`config.mk`:
```
export PLATFORM = sky130hd
export DESIGN_NAME = ppc_phy_port_ctrl
export DESIGN_NICKNAME = d
export VERILOG_FILES = /design/src/core/ppc_pkg.sv /design/src/core/ppc_phy_port_ctrl.sv /design/src/core/ppc_port_regs.sv /design/src/core/ppc_cable_test.sv
export SDC_FILE = /design/constraint.sdc
export NUM_CORES = 1
export LEC_CHECK = 0
export BUFFER_PORTS_ARGS = -buffer_cell sky130_fd_sc_hd__buf_2
export CELL_PAD_IN_SITES_DETAIL_PLACEMENT = 0
export CELL_PAD_IN_SITES_GLOBAL_PLACEMENT = 1
export CORE_UTILIZATION = 30
export DETAILED_ROUTE_END_ITERATION = 10
export PLACE_DENSITY = 0.69
export SYNTH_ARGS = -nofsm -noshare
export SYNTH_HDL_FRONTEND = slang
export SYNTH_SLANG_ARGS = --single-unit
```
`constraint.sdc`:
```
create_clock -name clock -period 2.2 [get_ports clock]
set_input_delay 0.44 -clock clock [delete_from_list [all_inputs] [get_ports clock]]
set_output_delay 0.44 -clock clock [all_outputs]
set_load 0.02 [all_outputs]
```
`src/core/ppc_pkg.sv`:
```
package ppc_pkg;

  // ----------------------------------------------------------------------
  // Register offsets
  // ----------------------------------------------------------------------
  localparam logic [7:0] ADDR_P1_SPECIAL = 8'h1A;
  localparam logic [7:0] ADDR_P1_FAULT   = 8'h1B;
  localparam logic [7:0] ADDR_P1_CTRL_A  = 8'h1C;
  localparam logic [7:0] ADDR_P1_CTRL_B  = 8'h1D;
  localparam logic [7:0] ADDR_P2_SPECIAL = 8'h2A;
  localparam logic [7:0] ADDR_P2_FAULT   = 8'h2B;
  localparam logic [7:0] ADDR_P2_CTRL_A  = 8'h2C;
  localparam logic [7:0] ADDR_P2_CTRL_B  = 8'h2D;
  localparam logic [7:0] ADDR_P3_RSVD_A  = 8'h3B;
  localparam logic [7:0] ADDR_P3_RSVD_B  = 8'h3C;
  localparam logic [7:0] ADDR_P3_RSVD_C  = 8'h3D;

  // ----------------------------------------------------------------------
  // Field positions
  // ----------------------------------------------------------------------
  localparam int CA_AN_EN      = 7;
  localparam int CA_SPEED      = 6;
  localparam int CA_DUPLEX     = 5;
  localparam int CA_ADV_MSB    = 4;
  localparam int CB_LED_OFF    = 7;
  localparam int CB_TX_DIS     = 6;
  localparam int CB_RESTART    = 5;
  localparam int CB_FEF_DIS    = 4;
  localparam int CB_PWR_DN     = 3;
  localparam int CB_MDIX_DIS   = 2;
  localparam int CB_FORCE_MDI  = 1;
  localparam int CB_LOOP       = 0;
  localparam int SP_SHORT      = 7;
  localparam int SP_RESULT_LSB = 5;
  localparam int SP_TEST_EN    = 4;
  localparam int SP_FORCE_LINK = 3;
  localparam int SP_REMOTE_LB  = 1;
  localparam int SP_COUNT_MSB  = 0;

  // ----------------------------------------------------------------------
  // Reset values, widths and types
  // ----------------------------------------------------------------------
  localparam logic [7:0] CTRL_A_RESET  = 8'hFF;
  localparam logic [7:0] CTRL_B_RESET  = 8'h00;
  localparam int         FAULT_WIDTH   = 9;
  localparam int         FAULT_STEP_CM = 40;

  typedef enum logic [1:0] {
    RESULT_NORMAL = 2'b00,
    RESULT_OPEN   = 2'b01,
    RESULT_SHORT  = 2'b10,
    RESULT_FAILED = 2'b11
  } ppc_result_t;

  typedef enum logic [1:0] {
    TEST_IDLE = 2'b01,
    TEST_RUN  = 2'b10
  } ppc_test_state_t;

endpackage : ppc_pkg

```
`src/core/ppc_phy_port_ctrl.sv`:
```
//----------------------------------------------------------------------
// Summary of operation
// - Second port's fault count register shows low eight bits of nine-bit distance, 0.4 m each.
// - Negotiation bit set runs negotiation; clear uses speed and duplex bits.
// - Forced speed bit one gives 100 Mb/s, zero gives 10 Mb/s.
// - Forced duplex bit picks full or half when negotiation is off or fails.
// - Five advertise bits each offer a capability when one; default one.
// - LED off bit drives both LED pins of the port high.
// - Transmit disable bit stops the port's transmitter.
// - Writing one to restart bit restarts negotiation on that port.
// - Far-end fault disable bit stops detection and pattern sending.
// - Crossover disable bit turns automatic crossover detection off.
// - With crossover off, force bit picks straight or crossover mode.
// - Loopback bit loops other port's traffic at this port's media layer.
// - Both ports have identical control layouts at separate offsets.
// - Third port slots are reserved and do nothing.
// - Ninth distance bit reads as bit 0 of the special register.
// - Cable test enable starts the test and clears itself on completion.
// - Result reads 00 normal, 01 open, 10 short, 11 failed.
//----------------------------------------------------------------------
`timescale 1ns/10ps
`default_nettype none

module ppc_phy_port_ctrl
  import ppc_pkg::*;
#(
  parameter int PORTS = 2
)(
  // Clock and reset
  input  wire logic                        clock,
  input  wire logic                        resetn,
  // Strap pins
  input  wire logic                        firstPortLedAStrap,
  input  wire logic                        firstPortLedBStrap,
  input  wire logic                        hostRxValidStrap,
  input  wire logic                        hostRxBit3Strap,
  input  wire logic                        hostRxBit2Strap,
  input  wire logic                        hostRxBit1Strap,
  // Management register port
  input  wire logic [7:0]                  regAddr,
  input  wire logic                        regWrite,
  input  wire logic [7:0]                  regWriteData,
  input  wire logic                        regRead,
  output logic      [7:0]                  regReadData,
  output logic                             regReadValid,
  // Negotiation results from the transceivers
  input  wire logic [PORTS-1:0]            negFailed,
  input  wire logic [PORTS-1:0]            negSpeed100,
  input  wire logic [PORTS-1:0]            negFullDuplex,
  // LED drive from the transceivers, active low
  input  wire logic [PORTS-1:0][1:0]       ledRawN,
  output logic      [PORTS-1:0][1:0]       ledPinN,
  // Cable diagnostic from the transceivers
  input  wire logic [PORTS-1:0]            cableDone,
  input  wire logic [PORTS-1:0][1:0]       cableResult,
  input  wire logic [PORTS-1:0][FAULT_WIDTH-1:0] cableCount,
  input  wire logic [PORTS-1:0]            cableShort10m,
  output logic      [PORTS-1:0]            cableStart,
  // Link mode to the transceivers
  output logic      [PORTS-1:0]            anEnable,
  output logic      [PORTS-1:0]            anRestart,
  output logic      [PORTS-1:0][4:0]       advertiseCaps,
  output logic      [PORTS-1:0]            linkSpeed100,
  output logic      [PORTS-1:0]            linkFullDuplex,
  output logic      [PORTS-1:0]            forceLinkPass,
  // Transceiver controls
  output logic      [PORTS-1:0]            txDisable,
  output logic      [PORTS-1:0]            farEndFaultOff,
  output logic      [PORTS-1:0]            powerDown,
  output logic      [PORTS-1:0]            mdixAutoEnable,
  output logic      [PORTS-1:0]            mdiStraight,
  // Loopback controls
  output logic      [PORTS-1:0]            loopbackEnable,
  output logic      [PORTS-1:0]            peerLoopTx,
  output logic      [PORTS-1:0]            remoteLoopback
);

  // ----------------------------------------------------------------------
  // Elaboration check
  // ----------------------------------------------------------------------
  // Loopback pairs one port with the other, so exactly two are served.
  if (PORTS != 2) begin : g_bad_ports
    $error("ppc_phy_port_ctrl serves exactly two transceiver ports");
  end

  // ----------------------------------------------------------------------
  // Per-port address map
  // ----------------------------------------------------------------------
  localparam logic [1:0][7:0] SPECIAL_ADDR = {ADDR_P2_SPECIAL, ADDR_P1_SPECIAL};
  localparam logic [1:0][7:0] FAULT_ADDR   = {ADDR_P2_FAULT, ADDR_P1_FAULT};
  localparam logic [1:0][7:0] CTRL_A_ADDR  = {ADDR_P2_CTRL_A, ADDR_P1_CTRL_A};
  localparam logic [1:0][7:0] CTRL_B_ADDR  = {ADDR_P2_CTRL_B, ADDR_P1_CTRL_B};

  // ----------------------------------------------------------------------
  // Strap routing
  // ----------------------------------------------------------------------
  wire [PORTS-1:0] strapAn     = {hostRxBit3Strap, firstPortLedAStrap};
  wire [PORTS-1:0] strapSpeed  = {hostRxBit2Strap, firstPortLedBStrap};
  wire [PORTS-1:0] strapDuplex = {hostRxBit1Strap, hostRxValidStrap};

  // ----------------------------------------------------------------------
  // Per-port register state
  // ----------------------------------------------------------------------
  logic [PORTS-1:0][7:0]             ctrlA;
  logic [PORTS-1:0][7:0]             ctrlB;
  logic [PORTS-1:0]                  restartPulse;
  logic [PORTS-1:0]                  forceLink;
  logic [PORTS-1:0]                  remoteLoop;
  logic [PORTS-1:0]                  testEnable;
  logic [PORTS-1:0][1:0]             testResult;
  logic [PORTS-1:0][FAULT_WIDTH-1:0] faultCount;
  logic [PORTS-1:0]                  shortNear;
  logic [PORTS-1:0]                  testStartPulse;
  logic [PORTS-1:0][7:0]             specialView;
  logic [PORTS-1:0]                  hitCtrlA;
  logic [PORTS-1:0]                  hitCtrlB;
  logic [PORTS-1:0]                  hitSpecial;
  logic [PORTS-1:0]                  hitFault;

  for (genvar p = 0; p < PORTS; p++) begin : g_port
    // Identical layout per port, only the address differs.
    assign hitCtrlA[p]   = (regAddr == CTRL_A_ADDR[p]);
    assign hitCtrlB[p]   = (regAddr == CTRL_B_ADDR[p]);
    assign hitSpecial[p] = (regAddr == SPECIAL_ADDR[p]);
    assign hitFault[p]   = (regAddr == FAULT_ADDR[p]);

    wire wrCtrlA   = regWrite & hitCtrlA[p];
    wire wrCtrlB   = regWrite & hitCtrlB[p];
    wire wrSpecial = regWrite & hitSpecial[p];
    wire testReq   = wrSpecial & regWriteData[SP_TEST_EN];

    ppc_port_regs u_regs (
      .clock        (clock),
      .resetn       (resetn),
      .strapAn      (strapAn[p]),
      .strapSpeed   (strapSpeed[p]),
      .strapDuplex  (strapDuplex[p]),
      .wrCtrlA      (wrCtrlA),
      .wrCtrlB      (wrCtrlB),
      .wrSpecial    (wrSpecial),
      .wrData       (regWriteData),
      .ctrlA        (ctrlA[p]),
      .ctrlB        (ctrlB[p]),
      .restartPulse (restartPulse[p]),
      .forceLink    (forceLink[p]),
      .remoteLoop   (remoteLoop[p])
    );

    ppc_cable_test u_test (
      .clock      (clock),
      .resetn     (resetn),
      .startReq   (testReq),
      .phyDone    (cableDone[p]),
      .phyResult  (cableResult[p]),
      .phyCount   (cableCount[p]),
      .phyShort   (cableShort10m[p]),
      .phyStart   (testStartPulse[p]),
      .testEnable (testEnable[p]),
      .result     (testResult[p]),
      .faultCount (faultCount[p]),
      .short10m   (shortNear[p])
    );

    assign specialView[p] = {shortNear[p],
                             testResult[p],
                             testEnable[p],
                             forceLink[p],
                             1'b0,
                             remoteLoop[p],
                             faultCount[p][FAULT_WIDTH-1]};

    // --------------------------------------------------------------------
    // Link mode selection
    // --------------------------------------------------------------------
    wire anOn       = ctrlA[p][CA_AN_EN];
    wire useNeg     = anOn & ~negFailed[p];
    // Speed falls back to the negotiated value on failure; only duplex
    // is documented to take the forced bit when negotiation fails.
    wire speedSel   = anOn ? negSpeed100[p] : ctrlA[p][CA_SPEED];
    wire duplexSel  = useNeg ? negFullDuplex[p] : ctrlA[p][CA_DUPLEX];
    wire mdixOff    = ctrlB[p][CB_MDIX_DIS];
    wire straightOn = mdixOff & ctrlB[p][CB_FORCE_MDI];
    wire ledOff     = ctrlB[p][CB_LED_OFF];

    // --------------------------------------------------------------------
    // Output registers
    // --------------------------------------------------------------------
    always_ff @(posedge clock) begin
      if (!resetn) begin
        anEnable[p]       <= 1'b0;
        anRestart[p]      <= 1'b0;
        advertiseCaps[p]  <= '0;
        linkSpeed100[p]   <= 1'b0;
        linkFullDuplex[p] <= 1'b0;
        forceLinkPass[p]  <= 1'b0;
        cableStart[p]     <= 1'b0;
      end else begin
        anEnable[p]       <= anOn;
        anRestart[p]      <= restartPulse[p];
        advertiseCaps[p]  <= ctrlA[p][CA_ADV_MSB:0];
        linkSpeed100[p]   <= speedSel;
        linkFullDuplex[p] <= duplexSel;
        forceLinkPass[p]  <= forceLink[p];
        cableStart[p]     <= testStartPulse[p];
      end
    end

    always_ff @(posedge clock) begin
      if (!resetn) begin
        ledPinN[p]        <= 2'b11;
        txDisable[p]      <= 1'b0;
        farEndFaultOff[p] <= 1'b0;
        powerDown[p]      <= 1'b0;
        mdixAutoEnable[p] <= 1'b1;
        mdiStraight[p]    <= 1'b0;
      end else begin
        ledPinN[p]        <= ledOff ? 2'b11 : ledRawN[p];
        txDisable[p]      <= ctrlB[p][CB_TX_DIS];
        farEndFaultOff[p] <= ctrlB[p][CB_FEF_DIS];
        powerDown[p]      <= ctrlB[p][CB_PWR_DN];
        mdixAutoEnable[p] <= ~mdixOff;
        mdiStraight[p]    <= straightOn;
      end
    end

    // A port's loopback is carried out on the other port's wire pair:
    // traffic enters there, turns at this port's media layer and leaves
    // there again.
    always_ff @(posedge clock) begin
      if (!resetn) begin
        loopbackEnable[p] <= 1'b0;
        peerLoopTx[p]     <= 1'b0;
        remoteLoopback[p] <= 1'b0;
      end else begin
        loopbackEnable[p] <= ctrlB[p][CB_LOOP];
        peerLoopTx[p]     <= ctrlB[PORTS-1-p][CB_LOOP];
        remoteLoopback[p] <= remoteLoop[p];
      end
    end
  end

  // ----------------------------------------------------------------------
  // Read path
  // ----------------------------------------------------------------------
  // The first port's distance register is not supported and reads zero;
  // its ninth bit is still visible in the special register.
  wire       hitReserved = (regAddr == ADDR_P3_RSVD_A) ||
                           (regAddr == ADDR_P3_RSVD_B) ||
                           (regAddr == ADDR_P3_RSVD_C);
  wire [7:0] faultView   = faultCount[1][7:0];

  logic [7:0] readMux;

  always_comb begin
    readMux = 8'h00;
    if (hitReserved) begin
      readMux = 8'h00;
    end else if (hitCtrlA[0]) begin
      readMux = ctrlA[0];
    end else if (hitCtrlA[1]) begin
      readMux = ctrlA[1];
    end else if (hitCtrlB[0]) begin
      readMux = ctrlB[0];
    end else if (hitCtrlB[1]) begin
      readMux = ctrlB[1];
    end else if (hitSpecial[0]) begin
      readMux = specialView[0];
    end else if (hitSpecial[1]) begin
      readMux = specialView[1];
    end else if (hitFault[1]) begin
      readMux = faultView;
    end
  end

  // Reads have no side effects, so a held read strobe just repeats.
  always_ff @(posedge clock) begin
    if (!resetn) begin
      regReadData  <= 8'h00;
      regReadValid <= 1'b0;
    end else begin
      regReadValid <= regRead;
      if (regRead) begin
        regReadData <= readMux;
      end
    end
  end

endmodule : ppc_phy_port_ctrl

`default_nettype wire

```
`src/core/ppc_port_regs.sv`:
```
`timescale 1ns/10ps
`default_nettype none

module ppc_port_regs
  import ppc_pkg::*;
(
  // Clock and reset
  input  wire logic       clock,
  input  wire logic       resetn,
  // Strap levels for this port
  input  wire logic       strapAn,
  input  wire logic       strapSpeed,
  input  wire logic       strapDuplex,
  // Write strobes and data
  input  wire logic       wrCtrlA,
  input  wire logic       wrCtrlB,
  input  wire logic       wrSpecial,
  input  wire logic [7:0] wrData,
  // Register contents
  output logic      [7:0] ctrlA,
  output logic      [7:0] ctrlB,
  output logic            restartPulse,
  output logic            forceLink,
  output logic            remoteLoop
);

  // While reset is held the strap pins are copied every cycle, so the
  // level present at release is the one kept.
  always_ff @(posedge clock) begin
    if (!resetn) begin
      ctrlA <= {strapAn, strapSpeed, strapDuplex, CTRL_A_RESET[CA_ADV_MSB:0]};
    end else if (wrCtrlA) begin
      ctrlA <= wrData;
    end
  end

  // The restart bit is not stored: it is a command and always reads zero.
  always_ff @(posedge clock) begin
    if (!resetn) begin
      ctrlB        <= CTRL_B_RESET;
      restartPulse <= 1'b0;
    end else begin
      restartPulse <= wrCtrlB & wrData[CB_RESTART];
      if (wrCtrlB) begin
        ctrlB              <= wrData;
        ctrlB[CB_RESTART] <= 1'b0;
      end
    end
  end

  always_ff @(posedge clock) begin
    if (!resetn) begin
      forceLink  <= 1'b0;
      remoteLoop <= 1'b0;
    end else if (wrSpecial) begin
      forceLink  <= wrData[SP_FORCE_LINK];
      remoteLoop <= wrData[SP_REMOTE_LB];
    end
  end

endmodule : ppc_port_regs

`default_nettype wire

```
`src/core/ppc_cable_test.sv`:
```
`timescale 1ns/10ps
`default_nettype none

module ppc_cable_test
  import ppc_pkg::*;
(
  // Clock and reset
  input  wire logic                   clock,
  input  wire logic                   resetn,
  // Software request
  input  wire logic                   startReq,
  // Transceiver diagnostic
  input  wire logic                   phyDone,
  input  wire logic [1:0]             phyResult,
  input  wire logic [FAULT_WIDTH-1:0] phyCount,
  input  wire logic                   phyShort,
  output logic                        phyStart,
  // Register view
  output logic                        testEnable,
  output logic      [1:0]             result,
  output logic      [FAULT_WIDTH-1:0] faultCount,
  output logic                        short10m
);

  ppc_test_state_t state_q;
  ppc_test_state_t state_d;

  wire finishNow = (state_q == TEST_RUN) && phyDone && !startReq;

  always_comb begin
    case (state_q)
      TEST_IDLE: state_d = startReq ? TEST_RUN : TEST_IDLE;
      TEST_RUN:  state_d = finishNow ? TEST_IDLE : TEST_RUN;
      default:   state_d = TEST_IDLE;
    endcase
  end

  // A new request in the same cycle as completion restarts the test,
  // so the enable bit stays set rather than dropping for one read.
  always_ff @(posedge clock) begin
    if (!resetn) begin
      state_q    <= TEST_IDLE;
      phyStart   <= 1'b0;
      result     <= RESULT_NORMAL;
      faultCount <= '0;
      short10m   <= 1'b0;
    end else begin
      state_q  <= state_d;
      phyStart <= startReq;
      if (finishNow) begin
        result     <= phyResult;
        faultCount <= phyCount;
        short10m   <= phyShort;
      end
    end
  end

  assign testEnable = (state_q == TEST_RUN);

endmodule : ppc_cable_test

`default_nettype wire

```
### Yosys cells after proc, flatten, opt, wreduce, memory -nomap -nowiden

Cells that the tools add are included.

| word-level totals | value |
|---|---|
| bits in registers | 115 |
| logic and storage cells | 121 |
| bits in latches | 0 |
| memories kept | 0 |
| bits of input ports | 62 |
| output and inout port bits | 51 |
| RAM bits | 0 |
| ROM bits | 0 |

| operators by class | value |
|---|---|
| div/mod/pow operators | 0 |
| multiplexer cells | 22 |
| shifts and indexed selects | 0 |
| bitwise operators | 19 |
| $add $sub $neg | 0 |
| reductions and logical operators | 10 |
| $mul | 0 |
| order comparisons | 0 |
| eq/ne operators | 16 |

Operators by type and width:

| kind | count |
|---|---|
| $mux W8 | 12 |
| $eq A8 B6 Y1 const B | 7 |
| $eq A8 B5 Y1 const B | 3 |
| $and A1 B1 Y1 | 14 |
| $mux W2 | 4 |
| $pmux W2 S2 | 2 |
| $not A1 Y1 | 5 |
| $eq A2 B1 Y1 const B | 2 |
| $eq A2 B2 Y1 const B | 2 |
| $logic_and A1 B1 Y1 | 4 |
| $mux W1 | 4 |
| $ne A2 B1 Y1 const B | 2 |
| $reduce_or A2 Y1 | 2 |
| $logic_not A1 Y1 | 2 |
| $logic_or A1 B1 Y1 | 2 |

### Logic depth before layout (Yosys ltp)

Gate-level depths: netlist of the first run.

| depth | value |
|---|---|
| depth in word-level cells | 9 |
| gate-level depth with buffers | 8 |
| mapped depth without buffers | 7 |

### Modules after synthesis

From an unflattened synthesis of the first run, not the netlist that was laid out.

| unflattened totals | value |
|---|---|
| cells, all modules | 522 |
| area total of the unflattened synthesis | 5267.6 µm² |

By module, submodules not included:

| module | cells each | instances | seq. area each (µm²) | area an instance (µm²) |
|---|---|---|---|---|
| ppc_phy_port_ctrl | 258 | 1 | 980.9 | 2467.4 |
| ppc_port_regs | 63 | 2 | 390.4 | 701.9 |
| ppc_cable_test | 69 | 2 | 300.3 | 698.2 |

### Worst setup path before layout of the first run

OpenSTA, ideal clock, no wires.

| timing | value |
|---|---|
| path kind | input -> register |
| start point | in regWrite |
| end point | reg g_port[1].u_test.state_q[0] |
| required time | 2.076 ns |
| path slack | 0.468 ns |
| path buffers | 1 |
| setup time | 0.124 ns |
| cell stages on the path | 5 |
| arrival | 1.607 ns |
| cell sequence | clkbuf_1 and3b_1 nand3_2 and3_1 a2111o_1 |

| between the ends | value |
|---|---|
| cells in the longest elaborated chain, start to end | 6 |
| elaborated cells between the ends (all ways) | 7 |
| classes of those cells | mux: 3; bitwise: 2; reduce/logical: 2 |

Ends and longest elaborated chain:

| element | line | source |
|---|---|---|
| from (decl) | ppc_phy_port_ctrl.sv:41 | `input wire logic regWrite,` |
| $and A1 B1 Y1 (*) | ppc_phy_port_ctrl.sv:129 | `wire wrSpecial = regWrite & hitSpecial[p];` |
| $and A1 B1 Y1 (*) | ppc_phy_port_ctrl.sv:130 | `wire testReq = wrSpecial & regWriteData[SP_TEST_EN];` |
| $logic_not A1 Y1 | ppc_cable_test.sv:28 | `wire finishNow = (state_q == TEST_RUN) && phyDone && !startReq;` |
| $logic_and A1 B1 Y1 | ppc_cable_test.sv:28 |  |
| $mux W2 | ppc_cable_test.sv:33 | `TEST_RUN: state_d = finishNow ? TEST_IDLE : TEST_RUN;` |
| $pmux W2 S2 (*) | ppc_cable_test.sv:31 | `case (state_q)` |
| to (signal assigned) | ppc_cable_test.sv:48 | `state_q <= state_d;` |
| to (decl) | ppc_cable_test.sv:25 | `ppc_test_state_t state_q;` |

Every way passes the cells marked *; elsewhere a longest branch is shown, timed or not.
A chain may end at the register's enable or synchronous reset.

==> results of run 1 <==
-- power breakdown --
group	total [mW]	internal [mW]	switching [mW]	leakage, nW
Sequential	2.00	1.99	0.0144	0.879
Combinational	0.272	0.108	0.164	1.30
Clock	1.56	0.867	0.695	0.147
-- final cells by class --
type	count	area [um^2]	share of cell area, %
clock inverters	5	35.0	0.661
clock buffers	11	264	4.98
well taps	180	225	4.25
inverters	11	41.3	0.780
multi-input cells	303	1890	35.6
repair buffers	115	641	12.1
flip-flops and latches	107	2200	41.6
-- worst max-delay path: stages --
cell and delay [ns]:
sky130_fd_sc_hd__buf_2 0.14, sky130_fd_sc_hd__nor4b_2 0.53, sky130_fd_sc_hd__buf_12 0.22, sky130_fd_sc_hd__nand3_2 0.21
sky130_fd_sc_hd__buf_4 0.22, sky130_fd_sc_hd__o2bb2ai_1 0.17
-- cell families after synthesis --
logic type      count (synthesis)  share of synthesized area (%)
compound gates                 82                           12.5
fa+ha+maj                       4                           1.18
buf+inv                        37                           3.74
flops                         107                           51.8
mux                            38                           9.01
simple gates                  179                           21.7
-- state kept, by name, indices dropped and copies added (netlist names), 4 cells and up --
| register | cells |
|---|---|
| regReadData | 8 |
| ledPinN | 4 |
| g_port.u_test.faultCount | 10 |
| g_port.u_test.state_q | 4 |
| g_port.u_regs.ctrlB | 14 |
| g_port.u_regs.ctrlA | 16 |
| advertiseCaps | 10 |
| g_port.u_test.result | 4 |
-- per-layer routing --
| layer | share of wire (%) | vias up | global-route usage, % |
|---|---|---|---|
| met3 | 6.7 | 7 | 5.36 |
| met5 | 0 | - | 0 |
| met1 | 46 | 1659 | 20.0 |
| met2 | 46 | 92 | 24.4 |
| li1 | - | 1747 | - |
| met4 | 1.4 | 0 | 4.78 |
-- cell usage after synthesis (all sizes together) --
cell	number
o2bb2ai	7
mux2	2
nor2b	6
nor4bb	1
and4bb	2
a31oi	3
a2111o	2
a221oi	3
nand2b	3
edfxtp	6
o211ai	2
inv	11
and3b	3
nor3	2
nor4b	2
buf	11
clkbuf	15
o21ai	19
o22ai	4
or3	4
nand3b	2
nor2	45
a22oi	4
nand2	58
nand3	15
dfxtp	101
a211oi	4
and3	5
o31ai	1
a32oi	3
and2	29
nand4	1
o221ai	2
o21a	1
nor3b	1
a21oi	23
a22o	4
mux2i	36
ha	4
-- cells in the final DEF (no fill, tap or decap), types with 6 or more instances in the layout --
master and count:
sky130_fd_sc_hd__a21oi_1 23, sky130_fd_sc_hd__and2_1 28, sky130_fd_sc_hd__buf_2 104, sky130_fd_sc_hd__buf_4 8, sky130_fd_sc_hd__clkbuf_16 10, sky130_fd_sc_hd__dfxtp_1 101
sky130_fd_sc_hd__edfxtp_1 6, sky130_fd_sc_hd__inv_1 11, sky130_fd_sc_hd__mux2i_1 36, sky130_fd_sc_hd__nand2_1 58, sky130_fd_sc_hd__nand3_1 10, sky130_fd_sc_hd__nor2_1 44
sky130_fd_sc_hd__nor2b_1 6, sky130_fd_sc_hd__o21ai_0 19, sky130_fd_sc_hd__o2bb2ai_1 7
-- through the flow --
stage,util (%),power (mW),setup WS [ns]
after floorplan,-,2.19,0.468
after global placement,36.1,2.31,0.158
after detailed placement,36.1,2.32,0.0876
after CTS,38.3,3.89,0.461
after global routing,38.3,4.00,0.334
final,38.3,3.84,0.448
-- how the worst min path moves through the flow --
stage / start / endpoint / slack (ns) / cells past startpoint
4_1_cts: ledRawN[3] / ledPinN[3] / 0.25 / 2
6_report: ledRawN[3] / ledPinN[3] / 0.27 / 2
3_5_place_dp: g_port[1].u_regs.ctrlB[2] / mdixAutoEnable[1] / 0.42 / 1
3_3_place_gp: g_port[0].u_regs.ctrlB[2] / mdixAutoEnable[0] / 0.42 / 1
2_1_floorplan: g_port[0].u_regs.ctrlB[2] / mdixAutoEnable[0] / 0.38 / 1
5_1_grt: ledRawN[0] / ledPinN[0] / 0.26 / 2
==> metrics.txt, run 1 <==
# TYPE chip_impl_metric gauge
chip_impl_info{name="regToRegEndpoint",value="regReadData[4]"} 1
chip_impl_info{name="yosys.area.top_type",value="sky130_fd_sc_hd__dfxtp_1"} 1
chip_impl_metric{name="viasPerCell",unit=""} 4.79
chip_impl_metric{name="timing.clock.skew",unit="ns"} 0.00771
chip_impl_metric{name="timing.final.hold_violations",unit=""} 0
chip_impl_metric{name="diodes",unit=""} 0
chip_impl_metric{name="worst_slew_margin_rel",unit="%"} 64.8
chip_impl_metric{name="finalSetupViolCount",unit=""} 0
chip_impl_metric{name="ir_worst_vdd",unit="uV"} 313
chip_impl_metric{name="sequential_fraction_of_the_synthesis_area",unit="%"} 51.8
chip_impl_metric{name="leakage",unit="nW"} 2.33
chip_impl_metric{name="timing.final.max_slew_violations",unit=""} 0
chip_impl_metric{name="cts_buffer_depth",unit=""} 2
chip_impl_metric{name="drtIter0Drc",unit=""} 231
chip_impl_metric{name="post_cts_buffers",unit=""} 0
chip_impl_metric{name="grt_pass1_vias",unit=""} 3230
chip_impl_metric{name="initial_utilization",unit="%"} 30.7
chip_impl_metric{name="syn-mean-instance-area",unit="um^2"} 9.51
chip_impl_metric{name="grt_overflow",unit=""} 0
chip_impl_metric{name="grt_antenna_before_repair",unit=""} 1
chip_impl_metric{name="gr_util_all_layers",unit="%"} 15.6
chip_impl_metric{name="maxClockFrequency",unit="MHz"} 571
chip_impl_metric{name="detailedPlacementHpwl",unit="um"} 8370
chip_impl_metric{name="post_cts_resize_count",unit=""} 0
chip_impl_metric{name="place.detailed.instances",unit=""} 716
chip_impl_metric{name="stdcell_count",unit=""} 732
chip_impl_metric{name="worst_ep_arrival",unit="ns"} 1.94
chip_impl_metric{name="yosys_warnings",unit=""} 0
chip_impl_metric{name="max-cap-violations",unit=""} 0
chip_impl_info{name="most_area_consuming_cells_after_synthesis",value="sky130_fd_sc_hd__dfxtp_1 48%, sky130_fd_sc_hd__mux2i_1 8.5%, sky130_fd_sc_hd__nand2_1 5.1%"} 1
chip_impl_metric{name="post_cts_hold_buffer_count",unit=""} 0
chip_impl_metric{name="worst_slew_pin_slew",unit="ns"} 0.526
chip_impl_metric{name="cts_made_buffers",unit=""} 9
chip_impl_info{name="cp-end-kind",value="flop"} 1
chip_impl_metric{name="max_fo_critical_path",unit=""} 18
chip_impl_metric{name="cts.clk_slew.worst_paths",unit="ns"} 0.07
chip_impl_metric{name="insertion_delay",unit="ns"} 0.35
chip_impl_metric{name="rrSetupSlack",unit="ns"} 0.70
chip_impl_metric{name="worst_hold_slack_across_all_endpoints",unit="ns"} 0.268
chip_impl_info{name="status",value="finished clean"} 1
chip_impl_info{name="cts_tree",value="built"} 1
chip_impl_metric{name="finalCritPeriodShare",unit="%"} 79.7
chip_impl_info{name="rsz0062_at_grt",value="no"} 1
chip_impl_metric{name="nFillCells",unit=""} 1445
chip_impl_metric{name="i_o_pin_count",unit=""} 113
chip_impl_metric{name="placedInstanceArea",unit="um^2"} 5000
chip_impl_metric{name="cts-htree-levels",unit=""} 3
chip_impl_metric{name="synthDistinctLibCells",unit=""} 46
chip_impl_metric{name="power_density",unit="nW/um^2"} 724
chip_impl_metric{name="vias",unit=""} 3505
chip_impl_metric{name="postSynthRegisterBits",unit=""} 107
chip_impl_metric{name="core_region_area",unit="um^2"} 13800
chip_impl_metric{name="port_buffers",unit=""} 104
chip_impl_metric{name="fin_tns_setup",unit="ns"} 0
chip_impl_metric{name="chipWidth",unit="um"} 121
chip_impl_metric{name="reg2reg_depth",unit=""} 7
chip_impl_metric{name="drt-wirelength-per-cell",unit="um"} 15.0
chip_impl_metric{name="place.gp.congestion",unit=""} 0.856
chip_impl_info{name="critical_path_class",value="in -> reg"} 1
chip_impl_info{name="holdCritPathClass",value="in -> reg"} 1
chip_impl_metric{name="synthesized_area",unit="um^2"} 4250
chip_impl_metric{name="routed_wl",unit="um"} 11000
chip_impl_metric{name="synth_top_area_share",unit="%"} 47.6
chip_impl_metric{name="firstDrtPassIters",unit=""} 6
chip_impl_metric{name="drtAntennaViolNets",unit=""} 0
chip_impl_info{name="timing.rr.start",value="g_port[1].u_test.state_q[0]"} 1
chip_impl_metric{name="layout.cell_area.non_filler",unit="um^2"} 5300
chip_impl_metric{name="final.min_clock_period",unit="ns"} 1.75
chip_impl_metric{name="number_of_nets_in_the_finished_design",unit=""} 613
chip_impl_metric{name="row_count",unit=""} 43
chip_impl_metric{name="grt_first_pass_wirelength",unit="um"} 17200
chip_impl_metric{name="fp.dieArea",unit="um^2"} 14600
chip_impl_info{name="clock-root-buffer",value="sky130_fd_sc_hd__clkbuf_16"} 1
chip_impl_metric{name="total_clock_sinks",unit=""} 107
chip_impl_info{name="critical_path.startpoint_type",value="input pin"} 1
chip_impl_metric{name="drc_errors",unit=""} 0
chip_impl_metric{name="worst-endpoint-required",unit="ns"} 2.39
chip_impl_info{name="worstSetupStartpoint",value="regAddr[5]"} 1
chip_impl_metric{name="grt_max_degree",unit=""} 55
chip_impl_metric{name="p_r_area_growth_vs_syn",unit="%"} 24.6
chip_impl_info{name="crit_path_end",value="g_port[0].u_regs.ctrlA[7]"} 1
chip_impl_metric{name="synthesis.instances",unit=""} 447
chip_impl_metric{name="drive_gt1_share",unit="%"} 25.9
chip_impl_metric{name="die_height",unit="um"} 121
chip_impl_metric{name="postSynthNetCount",unit=""} 513
Power figures use the tool's default switching activity.
==> inputs of run 2 (changes only) <==
--- a/config.mk
+++ b/config.mk
@@ -10,7 +10,7 @@
 export CELL_PAD_IN_SITES_GLOBAL_PLACEMENT = 1
 export CORE_UTILIZATION = 30
 export DETAILED_ROUTE_END_ITERATION = 10
-export PLACE_DENSITY = 0.69
+export PLACE_DENSITY = 0.72
 export SYNTH_ARGS = -nofsm -noshare
 export SYNTH_HDL_FRONTEND = slang
 export SYNTH_SLANG_ARGS = --single-unit
==> constraint.sdc (replaced) <==
create_clock -name clock -period 1.4 [get_ports clock]
set_input_delay 0.28 -clock clock [delete_from_list [all_inputs] [get_ports clock]]
set_output_delay 0.28 -clock clock [all_outputs]
set_load 0.02 [all_outputs]
==> run 2 against run 1 <==
Against the previous run:
- via count up 5.4%
- critical path type unchanged
- critical endpoint is now g_port[1].u_test.state_q[0]
- first-iteration DRC count down 11%
- clock skew up 0.0016 ns
- largest power group unchanged
- non-clock buffer count up 41
- die area unchanged
==> metrics.txt, run 2 (synthesis gave the netlist of run 1 again) <==
# TYPE chip_impl_metric gauge
chip_impl_info{name="status",value="finished clean"} 1
chip_impl_metric{name="timing.final.hold_violations",unit=""} 0
chip_impl_metric{name="place.detailed.instances",unit=""} 751
chip_impl_metric{name="ir_worst_vdd",unit="uV"} 536
chip_impl_metric{name="worst_ep_arrival",unit="ns"} 1.62
chip_impl_metric{name="worst_slew_margin_rel",unit="%"} 67.0
chip_impl_metric{name="diodes",unit=""} 0
chip_impl_metric{name="chipWidth",unit="um"} 121
chip_impl_metric{name="port_buffers",unit=""} 104
chip_impl_metric{name="drtIter0Drc",unit=""} 205
chip_impl_metric{name="cts_buffer_depth",unit=""} 2
chip_impl_metric{name="insertion_delay",unit="ns"} 0.35
chip_impl_metric{name="place.gp.congestion",unit=""} 0.917
chip_impl_metric{name="power.combinational.fraction",unit="%"} 8.1
chip_impl_metric{name="viasPerCell",unit=""} 4.78
chip_impl_metric{name="row_count",unit=""} 43
chip_impl_metric{name="vias",unit=""} 3694
chip_impl_info{name="cp-end-kind",value="flop"} 1
chip_impl_metric{name="switching_part_of_the_total",unit="%"} 22.7
chip_impl_metric{name="cts_made_buffers",unit=""} 9
chip_impl_metric{name="die_height",unit="um"} 121
chip_impl_info{name="critPathSlowestCell",value="sky130_fd_sc_hd__a2111o_1"} 1
chip_impl_metric{name="drt-wirelength-per-cell",unit="um"} 15.0
chip_impl_metric{name="timing.final.max_slew_violations",unit=""} 0
chip_impl_info{name="commonest_non_fill_non_tap_cell_in_the_layout",value="sky130_fd_sc_hd__buf_2"} 1
chip_impl_metric{name="final.min_clock_period",unit="ns"} 1.39
chip_impl_metric{name="largest_reg_flops",unit=""} 16
chip_impl_metric{name="fp.dieArea",unit="um^2"} 14600
chip_impl_info{name="critical_path.startpoint_type",value="input pin"} 1
chip_impl_info{name="holdCritPathClass",value="in -> reg"} 1
chip_impl_info{name="cts_tree",value="built"} 1
chip_impl_metric{name="path_buf_inv",unit=""} 4
chip_impl_metric{name="drtAntennaViolNets",unit=""} 0
chip_impl_metric{name="p_r_area_growth_vs_syn",unit="%"} 34.8
chip_impl_metric{name="detailedPlacementHpwl",unit="um"} 9080
chip_impl_metric{name="drive_gt1_share",unit="%"} 32.7
chip_impl_metric{name="stdcell_count",unit=""} 773
chip_impl_info{name="top_register",value="g_port.u_regs.ctrlA"} 1
chip_impl_metric{name="gr_util_all_layers",unit="%"} 16.4
chip_impl_metric{name="power.net_switching",unit="mW"} 1.40
chip_impl_info{name="timing.critical_path.cells",value="buf_2 -> buf_6 -> nor4b_4 -> buf_4 -> buf_4 -> nand3_4 -> and3_4 -> a2111o_1"} 1
chip_impl_metric{name="layout.cell_area.non_filler",unit="um^2"} 5730
chip_impl_info{name="dominant_cell_type_by_count_on_the_critical_path",value="sky130_fd_sc_hd__buf_4"} 1
chip_impl_info{name="critical_path.top_delay_family",value="buffers and inverters"} 1
chip_impl_info{name="worstSetupStartpoint",value="regAddr[5]"} 1
chip_impl_metric{name="sequential_cell_area",unit="um^2"} 2200
chip_impl_metric{name="timing.clock.skew",unit="ns"} 0.00926
chip_impl_metric{name="finalSetupViolCount",unit=""} 0
chip_impl_metric{name="max_fo_critical_path",unit=""} 6
chip_impl_metric{name="firstDrtPassIters",unit=""} 5
chip_impl_metric{name="critPathMaxStageDelay",unit="ns"} 0.33
chip_impl_metric{name="placedInstanceArea",unit="um^2"} 5330
chip_impl_metric{name="finalCritPeriodShare",unit="%"} 99.1
chip_impl_metric{name="routed_wl",unit="um"} 11600
chip_impl_metric{name="drc_errors",unit=""} 0
chip_impl_info{name="layout_top_registers",value="g_port.u_regs.ctrlA: 16 flops, g_port.u_regs.ctrlB: 14 flops"} 1
chip_impl_info{name="most-common-layout-cells",value="104 x sky130_fd_sc_hd__buf_2, 100 x sky130_fd_sc_hd__dfxtp_1, 57 x sky130_fd_sc_hd__nand2_1"} 1
chip_impl_metric{name="initial_utilization",unit="%"} 30.7
chip_impl_metric{name="placement.setup.worst_slack",unit="ns"} -0.419
chip_impl_metric{name="grt_max_degree",unit=""} 44
chip_impl_metric{name="number_of_nets_in_the_finished_design",unit=""} 654
chip_impl_metric{name="finish.utilization",unit="%"} 41.4
chip_impl_metric{name="leakage",unit="nW"} 2.56
chip_impl_metric{name="final.setup.worst_slack",unit="ns"} 0.0123
chip_impl_metric{name="cts.clk_slew.worst_paths",unit="ns"} 0.07
chip_impl_metric{name="cts-htree-levels",unit=""} 3
chip_impl_metric{name="p_int",unit="mW"} 4.78
chip_impl_metric{name="grt_pass1_vias",unit=""} 3416
chip_impl_metric{name="share_seq_of_total_power",unit="%"} 50.9
chip_impl_metric{name="worst-endpoint-required",unit="ns"} 1.63
chip_impl_metric{name="pwr-share-clk",unit="%"} 41.0
chip_impl_metric{name="grt_overflow",unit=""} 0
chip_impl_metric{name="grt_first_pass_wirelength",unit="um"} 18200
chip_impl_metric{name="power_density",unit="nW/um^2"} 1080
chip_impl_info{name="critical_path_class",value="in -> reg"} 1
chip_impl_metric{name="maxClockFrequency",unit="MHz"} 721
chip_impl_metric{name="i_o_pin_count",unit=""} 113
chip_impl_metric{name="grt_antenna_before_repair",unit=""} 0
chip_impl_metric{name="multiInputGateArea",unit="um^2"} 1970
chip_impl_metric{name="worst_slew_pin_slew",unit="ns"} 0.493
chip_impl_info{name="worstHoldStart",value="ledRawN[3]"} 1
chip_impl_metric{name="core_region_area",unit="um^2"} 13800
chip_impl_metric{name="max-cap-violations",unit=""} 0
chip_impl_info{name="timing.rr.start",value="g_port[1].u_test.state_q[0]"} 1
chip_impl_metric{name="total_clock_sinks",unit=""} 107
chip_impl_info{name="clock-root-buffer",value="sky130_fd_sc_hd__clkbuf_16"} 1
chip_impl_metric{name="nFillCells",unit=""} 1358
==> run 2: cell count changes in the layout (fill, tap and decap cells not counted), moves of 2 or more <==
| cell | delta |
|---|---|
| sky130_fd_sc_hd__clkinv_4 | -2 |
| sky130_fd_sc_hd__nand3_4 | +2 |
| sky130_fd_sc_hd__buf_4 | +35 |
| sky130_fd_sc_hd__buf_6 | +4 |
| sky130_fd_sc_hd__and3_1 | -2 |
| sky130_fd_sc_hd__and3_4 | +2 |
| sky130_fd_sc_hd__buf_12 | +2 |
| sky130_fd_sc_hd__nand3_2 | -2 |
==> run 2: power groups by stage <==
stage	logic [mW]	clock network [mW]	registers [mW]
2_1_floorplan	0.194	0	3.26
3_3_place_gp	0.477	0	3.21
3_5_place_dp	0.484	0	3.22
4_1_cts	0.491	2.60	3.15
5_1_grt	0.542	2.74	3.15
6_report	0.503	2.53	3.15
==> run 2: cell type report <==
type                            instances  share of cell area, %
Multi-Input combinational cell        303                   34.4
Clock buffer                           10                   4.17
Timing Repair Buffer                  156                   17.3
Inverter                               11                  0.721
Sequential cell                       107                   38.5
Tap cell                              180                   3.93
Clock inverter                          6                   1.09
==> run 2: path summary, 6_finish.rpt <==
path / endpoint / slack, ns / cells past startpoint
worst min register to register: mdixAutoEnable[0] / 0.43 / 1
worst min-delay path: ledPinN[3] / 0.11 / 2
worst max-delay path: g_port[1].u_test.state_q[0] / 0.01 / 8
worst max register to register: g_port[1].u_test.state_q[0] / 0.11 / 5
==> run 2: stage by stage <==
stage,setup TNS (ns),hold slack (ns),total power [mW]
floorplan,-0.762,0.376,3.45
detailed placement,-21.48,0.415,3.70
CTS,0,0.0938,6.24
global placement,-19.85,0.421,3.69
global route,-0.0141,0.103,6.43
finish,0,0.109,6.18
==> run 2: routing by layer <==
metal | up-vias | part of all wire, % | GRT usage (%)
met4 | 0 | 2.0 | 6.33
met2 | 114 | 46 | 25.6
met3 | 12 | 5.6 | 3.57
met5 | - | 0 | 0
li1 | 1828 | - | -
met1 | 1740 | 47 | 21.9
==> run 2: timing repair <==
item,CTS,global route
hold buffers,0,0
pin swaps,0,6
gates resized for setup,3,12
setup buffers,0,6
setup endpoints to repair,20,47
==> inputs of run 3 (changes only) <==
--- a/config.mk
+++ b/config.mk
@@ -11,6 +11,7 @@
 export CORE_UTILIZATION = 30
 export DETAILED_ROUTE_END_ITERATION = 10
 export PLACE_DENSITY = 0.72
+export SETUP_SLACK_MARGIN = 0.2
 export SYNTH_ARGS = -nofsm -noshare
 export SYNTH_HDL_FRONTEND = slang
 export SYNTH_SLANG_ARGS = --single-unit
==> run 3 against run 2 <==
Against the previous run:
- final cell count rose by 1.2%
- setup slack improved by 0.070 ns
- clock power is essentially flat
- largest cell class is now multi-input gates
- largest power group unchanged
==> metrics.txt, run 3 (synthesis gave the netlist of run 1 again) <==
# TYPE chip_impl_metric gauge
chip_impl_info{name="status",value="finished clean"} 1
chip_impl_metric{name="grt_pass1_vias",unit=""} 3676
chip_impl_metric{name="die_height",unit="um"} 121
chip_impl_info{name="holdCritPathClass",value="in -> reg"} 1
chip_impl_metric{name="worst_slew_pin_slew",unit="ns"} 0.431
chip_impl_metric{name="cts_buffer_depth",unit=""} 2
chip_impl_metric{name="i_o_pin_count",unit=""} 113
chip_impl_metric{name="drtAntennaViolNets",unit=""} 0
chip_impl_metric{name="maxClockFrequency",unit="MHz"} 759
chip_impl_info{name="timing.rr.start",value="g_port[1].u_test.state_q[0]"} 1
chip_impl_metric{name="fp.dieArea",unit="um^2"} 14600
chip_impl_metric{name="timing.clock.skew",unit="ns"} 0.00855
chip_impl_metric{name="timing.final.hold_violations",unit=""} 0
chip_impl_metric{name="p_r_area_growth_vs_syn",unit="%"} 45.6
chip_impl_info{name="worstSetupStartpoint",value="regAddr[7]"} 1
chip_impl_metric{name="chipWidth",unit="um"} 121
chip_impl_metric{name="port_buffers",unit=""} 104
chip_impl_info{name="critical_path_class",value="in -> reg"} 1
chip_impl_info{name="critical_path.startpoint_type",value="input pin"} 1
chip_impl_metric{name="grt_max_degree",unit=""} 42
chip_impl_metric{name="viasPerCell",unit=""} 4.74
chip_impl_info{name="cts_tree",value="built"} 1
chip_impl_metric{name="leakage",unit="nW"} 2.66
chip_impl_metric{name="nFillCells",unit=""} 1322
chip_impl_metric{name="detailedPlacementHpwl",unit="um"} 8770
chip_impl_info{name="top_register",value="g_port.u_regs.ctrlA"} 1
chip_impl_metric{name="timing.final.max_slew_violations",unit=""} 0
chip_impl_metric{name="largest_reg_flops",unit=""} 16
chip_impl_metric{name="initial_utilization",unit="%"} 30.7
chip_impl_metric{name="ir_worst_vdd",unit="uV"} 503
chip_impl_metric{name="finalCritPeriodShare",unit="%"} 94.1
chip_impl_metric{name="firstDrtPassIters",unit=""} 6
chip_impl_metric{name="diodes",unit=""} 0
chip_impl_metric{name="worst_slew_margin_rel",unit="%"} 71.2
chip_impl_metric{name="total_clock_sinks",unit=""} 107
chip_impl_metric{name="place.gp.congestion",unit=""} 0.814
chip_impl_metric{name="grt_first_pass_wirelength",unit="um"} 18800
chip_impl_metric{name="grt_antenna_before_repair",unit=""} 0
chip_impl_metric{name="finalSetupViolCount",unit=""} 0
chip_impl_metric{name="core_region_area",unit="um^2"} 13800
chip_impl_info{name="worstHoldStart",value="ledRawN[3]"} 1
chip_impl_metric{name="gr_util_all_layers",unit="%"} 16.9
chip_impl_metric{name="drive_gt1_share",unit="%"} 41.0
chip_impl_metric{name="worst-endpoint-required",unit="ns"} 1.63
chip_impl_metric{name="final.min_clock_period",unit="ns"} 1.32
chip_impl_metric{name="cts-htree-levels",unit=""} 3
chip_impl_metric{name="post_cts_hold_buffer_count",unit=""} 0
chip_impl_metric{name="routed_wl",unit="um"} 11800
chip_impl_metric{name="cts.clk_slew.worst_paths",unit="ns"} 0.06
chip_impl_info{name="most-common-layout-cells",value="100 x sky130_fd_sc_hd__buf_2, 98 x sky130_fd_sc_hd__dfxtp_1, 47 x sky130_fd_sc_hd__nand2_1"} 1
chip_impl_metric{name="number_of_nets_in_the_finished_design",unit=""} 663
chip_impl_info{name="commonest_non_fill_non_tap_cell_in_the_layout",value="sky130_fd_sc_hd__buf_2"} 1
chip_impl_info{name="layout_top_registers",value="g_port.u_regs.ctrlA: 16 flops, g_port.u_regs.ctrlB: 14 flops"} 1
chip_impl_metric{name="max_fo_critical_path",unit=""} 4
chip_impl_metric{name="place.detailed.instances",unit=""} 744
chip_impl_metric{name="worst_ep_arrival",unit="ns"} 1.54
chip_impl_metric{name="grt_overflow",unit=""} 0
chip_impl_metric{name="insertion_delay",unit="ns"} 0.35
chip_impl_metric{name="stdcell_count",unit=""} 782
chip_impl_metric{name="power_density",unit="nW/um^2"} 1010
chip_impl_metric{name="drc_errors",unit=""} 0
chip_impl_metric{name="row_count",unit=""} 43
chip_impl_info{name="cp-end-kind",value="flop"} 1
chip_impl_metric{name="worst_hold_slack_across_all_endpoints",unit="ns"} 0.109
chip_impl_metric{name="drt-wirelength-per-cell",unit="um"} 15.1
chip_impl_metric{name="cts_made_buffers",unit=""} 9
chip_impl_info{name="clock-root-buffer",value="sky130_fd_sc_hd__clkbuf_16"} 1
chip_impl_metric{name="vias",unit=""} 3709
chip_impl_metric{name="max-cap-violations",unit=""} 0
chip_impl_info{name="rsz0062_at_grt",value="yes"} 1
chip_impl_metric{name="drtIter0Drc",unit=""} 216
## run 3: cell types whose count changed in the layout (fill, tap and decap cells not counted), moves of 4 or more
cell	delta
sky130_fd_sc_hd__o21ai_0	-9
sky130_fd_sc_hd__o2bb2ai_1	-4
sky130_fd_sc_hd__nand2_1	-10
sky130_fd_sc_hd__buf_4	-4
sky130_fd_sc_hd__buf_2	-4
sky130_fd_sc_hd__o2bb2ai_2	+4
sky130_fd_sc_hd__nand2_2	+8
sky130_fd_sc_hd__nand3_4	+7
sky130_fd_sc_hd__buf_6	+8
sky130_fd_sc_hd__o21ai_1	+8
sky130_fd_sc_hd__nand3_1	-5
## run 3: final timing paths
kind / slack [ns] / end / cells after the start
worst max register to register: 0.11 / g_port[1].u_test.state_q[0] / 5
worst max-delay path: 0.08 / g_port[1].u_test.state_q[0] / 6
worst min register to register: 0.44 / cableStart[1] / 1
worst min-delay path: 0.11 / ledPinN[3] / 2
## run 3: timing repair
| action | in CTS | in global routing |
|---|---|---|
| setup endpoints to repair | 65 | 65 |
| setup buffers | 12 | 6 |
| cloned | 4 | 0 |
| resized for setup | 43 | 41 |
| pin swaps | 24 | 24 |
## run 3: layout make-up
class	instances	area, um^2	area share, %
multi-input cells	305	2250	36.4
well taps	180	225	3.64
clock buffers	12	246	3.98
clock inverters	4	51.3	0.829
inverters	11	41.3	0.667
flip-flops and latches	107	2210	35.6
repair buffers	163	1170	18.8
## run 3: routing by layer
metal  vias up  track usage [%]  routed length [um]
met2       100             27.4                5580
met1      1740             21.3                5380
met5         -                0                   0
li1       1858                -                   -
met3        11             4.79                 670
met4         0             5.94                 184
## run 3: critical path, stage by stage
cell,delay [ns]
sky130_fd_sc_hd__buf_8,0.11
sky130_fd_sc_hd__nor4b_4,0.35
sky130_fd_sc_hd__buf_4,0.19
sky130_fd_sc_hd__nand3_4,0.09
sky130_fd_sc_hd__and3_4,0.18
sky130_fd_sc_hd__a2111o_1,0.34
## run 3: report_power, final
part	switching, mW	leakage [nW]	internal (mW)
Sequential	0.0218	0.878	3.12
Combinational	0.314	1.64	0.258
Clock	1.07	0.143	1.44
## run 3: per-stage QoR
step                      utilization (%)   TNS (ns)  area (um^2)  total power [mW]  setup slack, ns
after global placement               38.6     -17.72         5340              3.71           -0.348
after CTS                            43.1          0         5960              6.28            0.112
after floorplan                         -     -0.343         4420              3.47          -0.0513
final                                44.8          0         6190              6.22           0.0824
after global routing                 44.8  -0.000302         6190              6.49        -0.000302
after detailed placement             38.6     -19.37         5340              3.71           -0.379
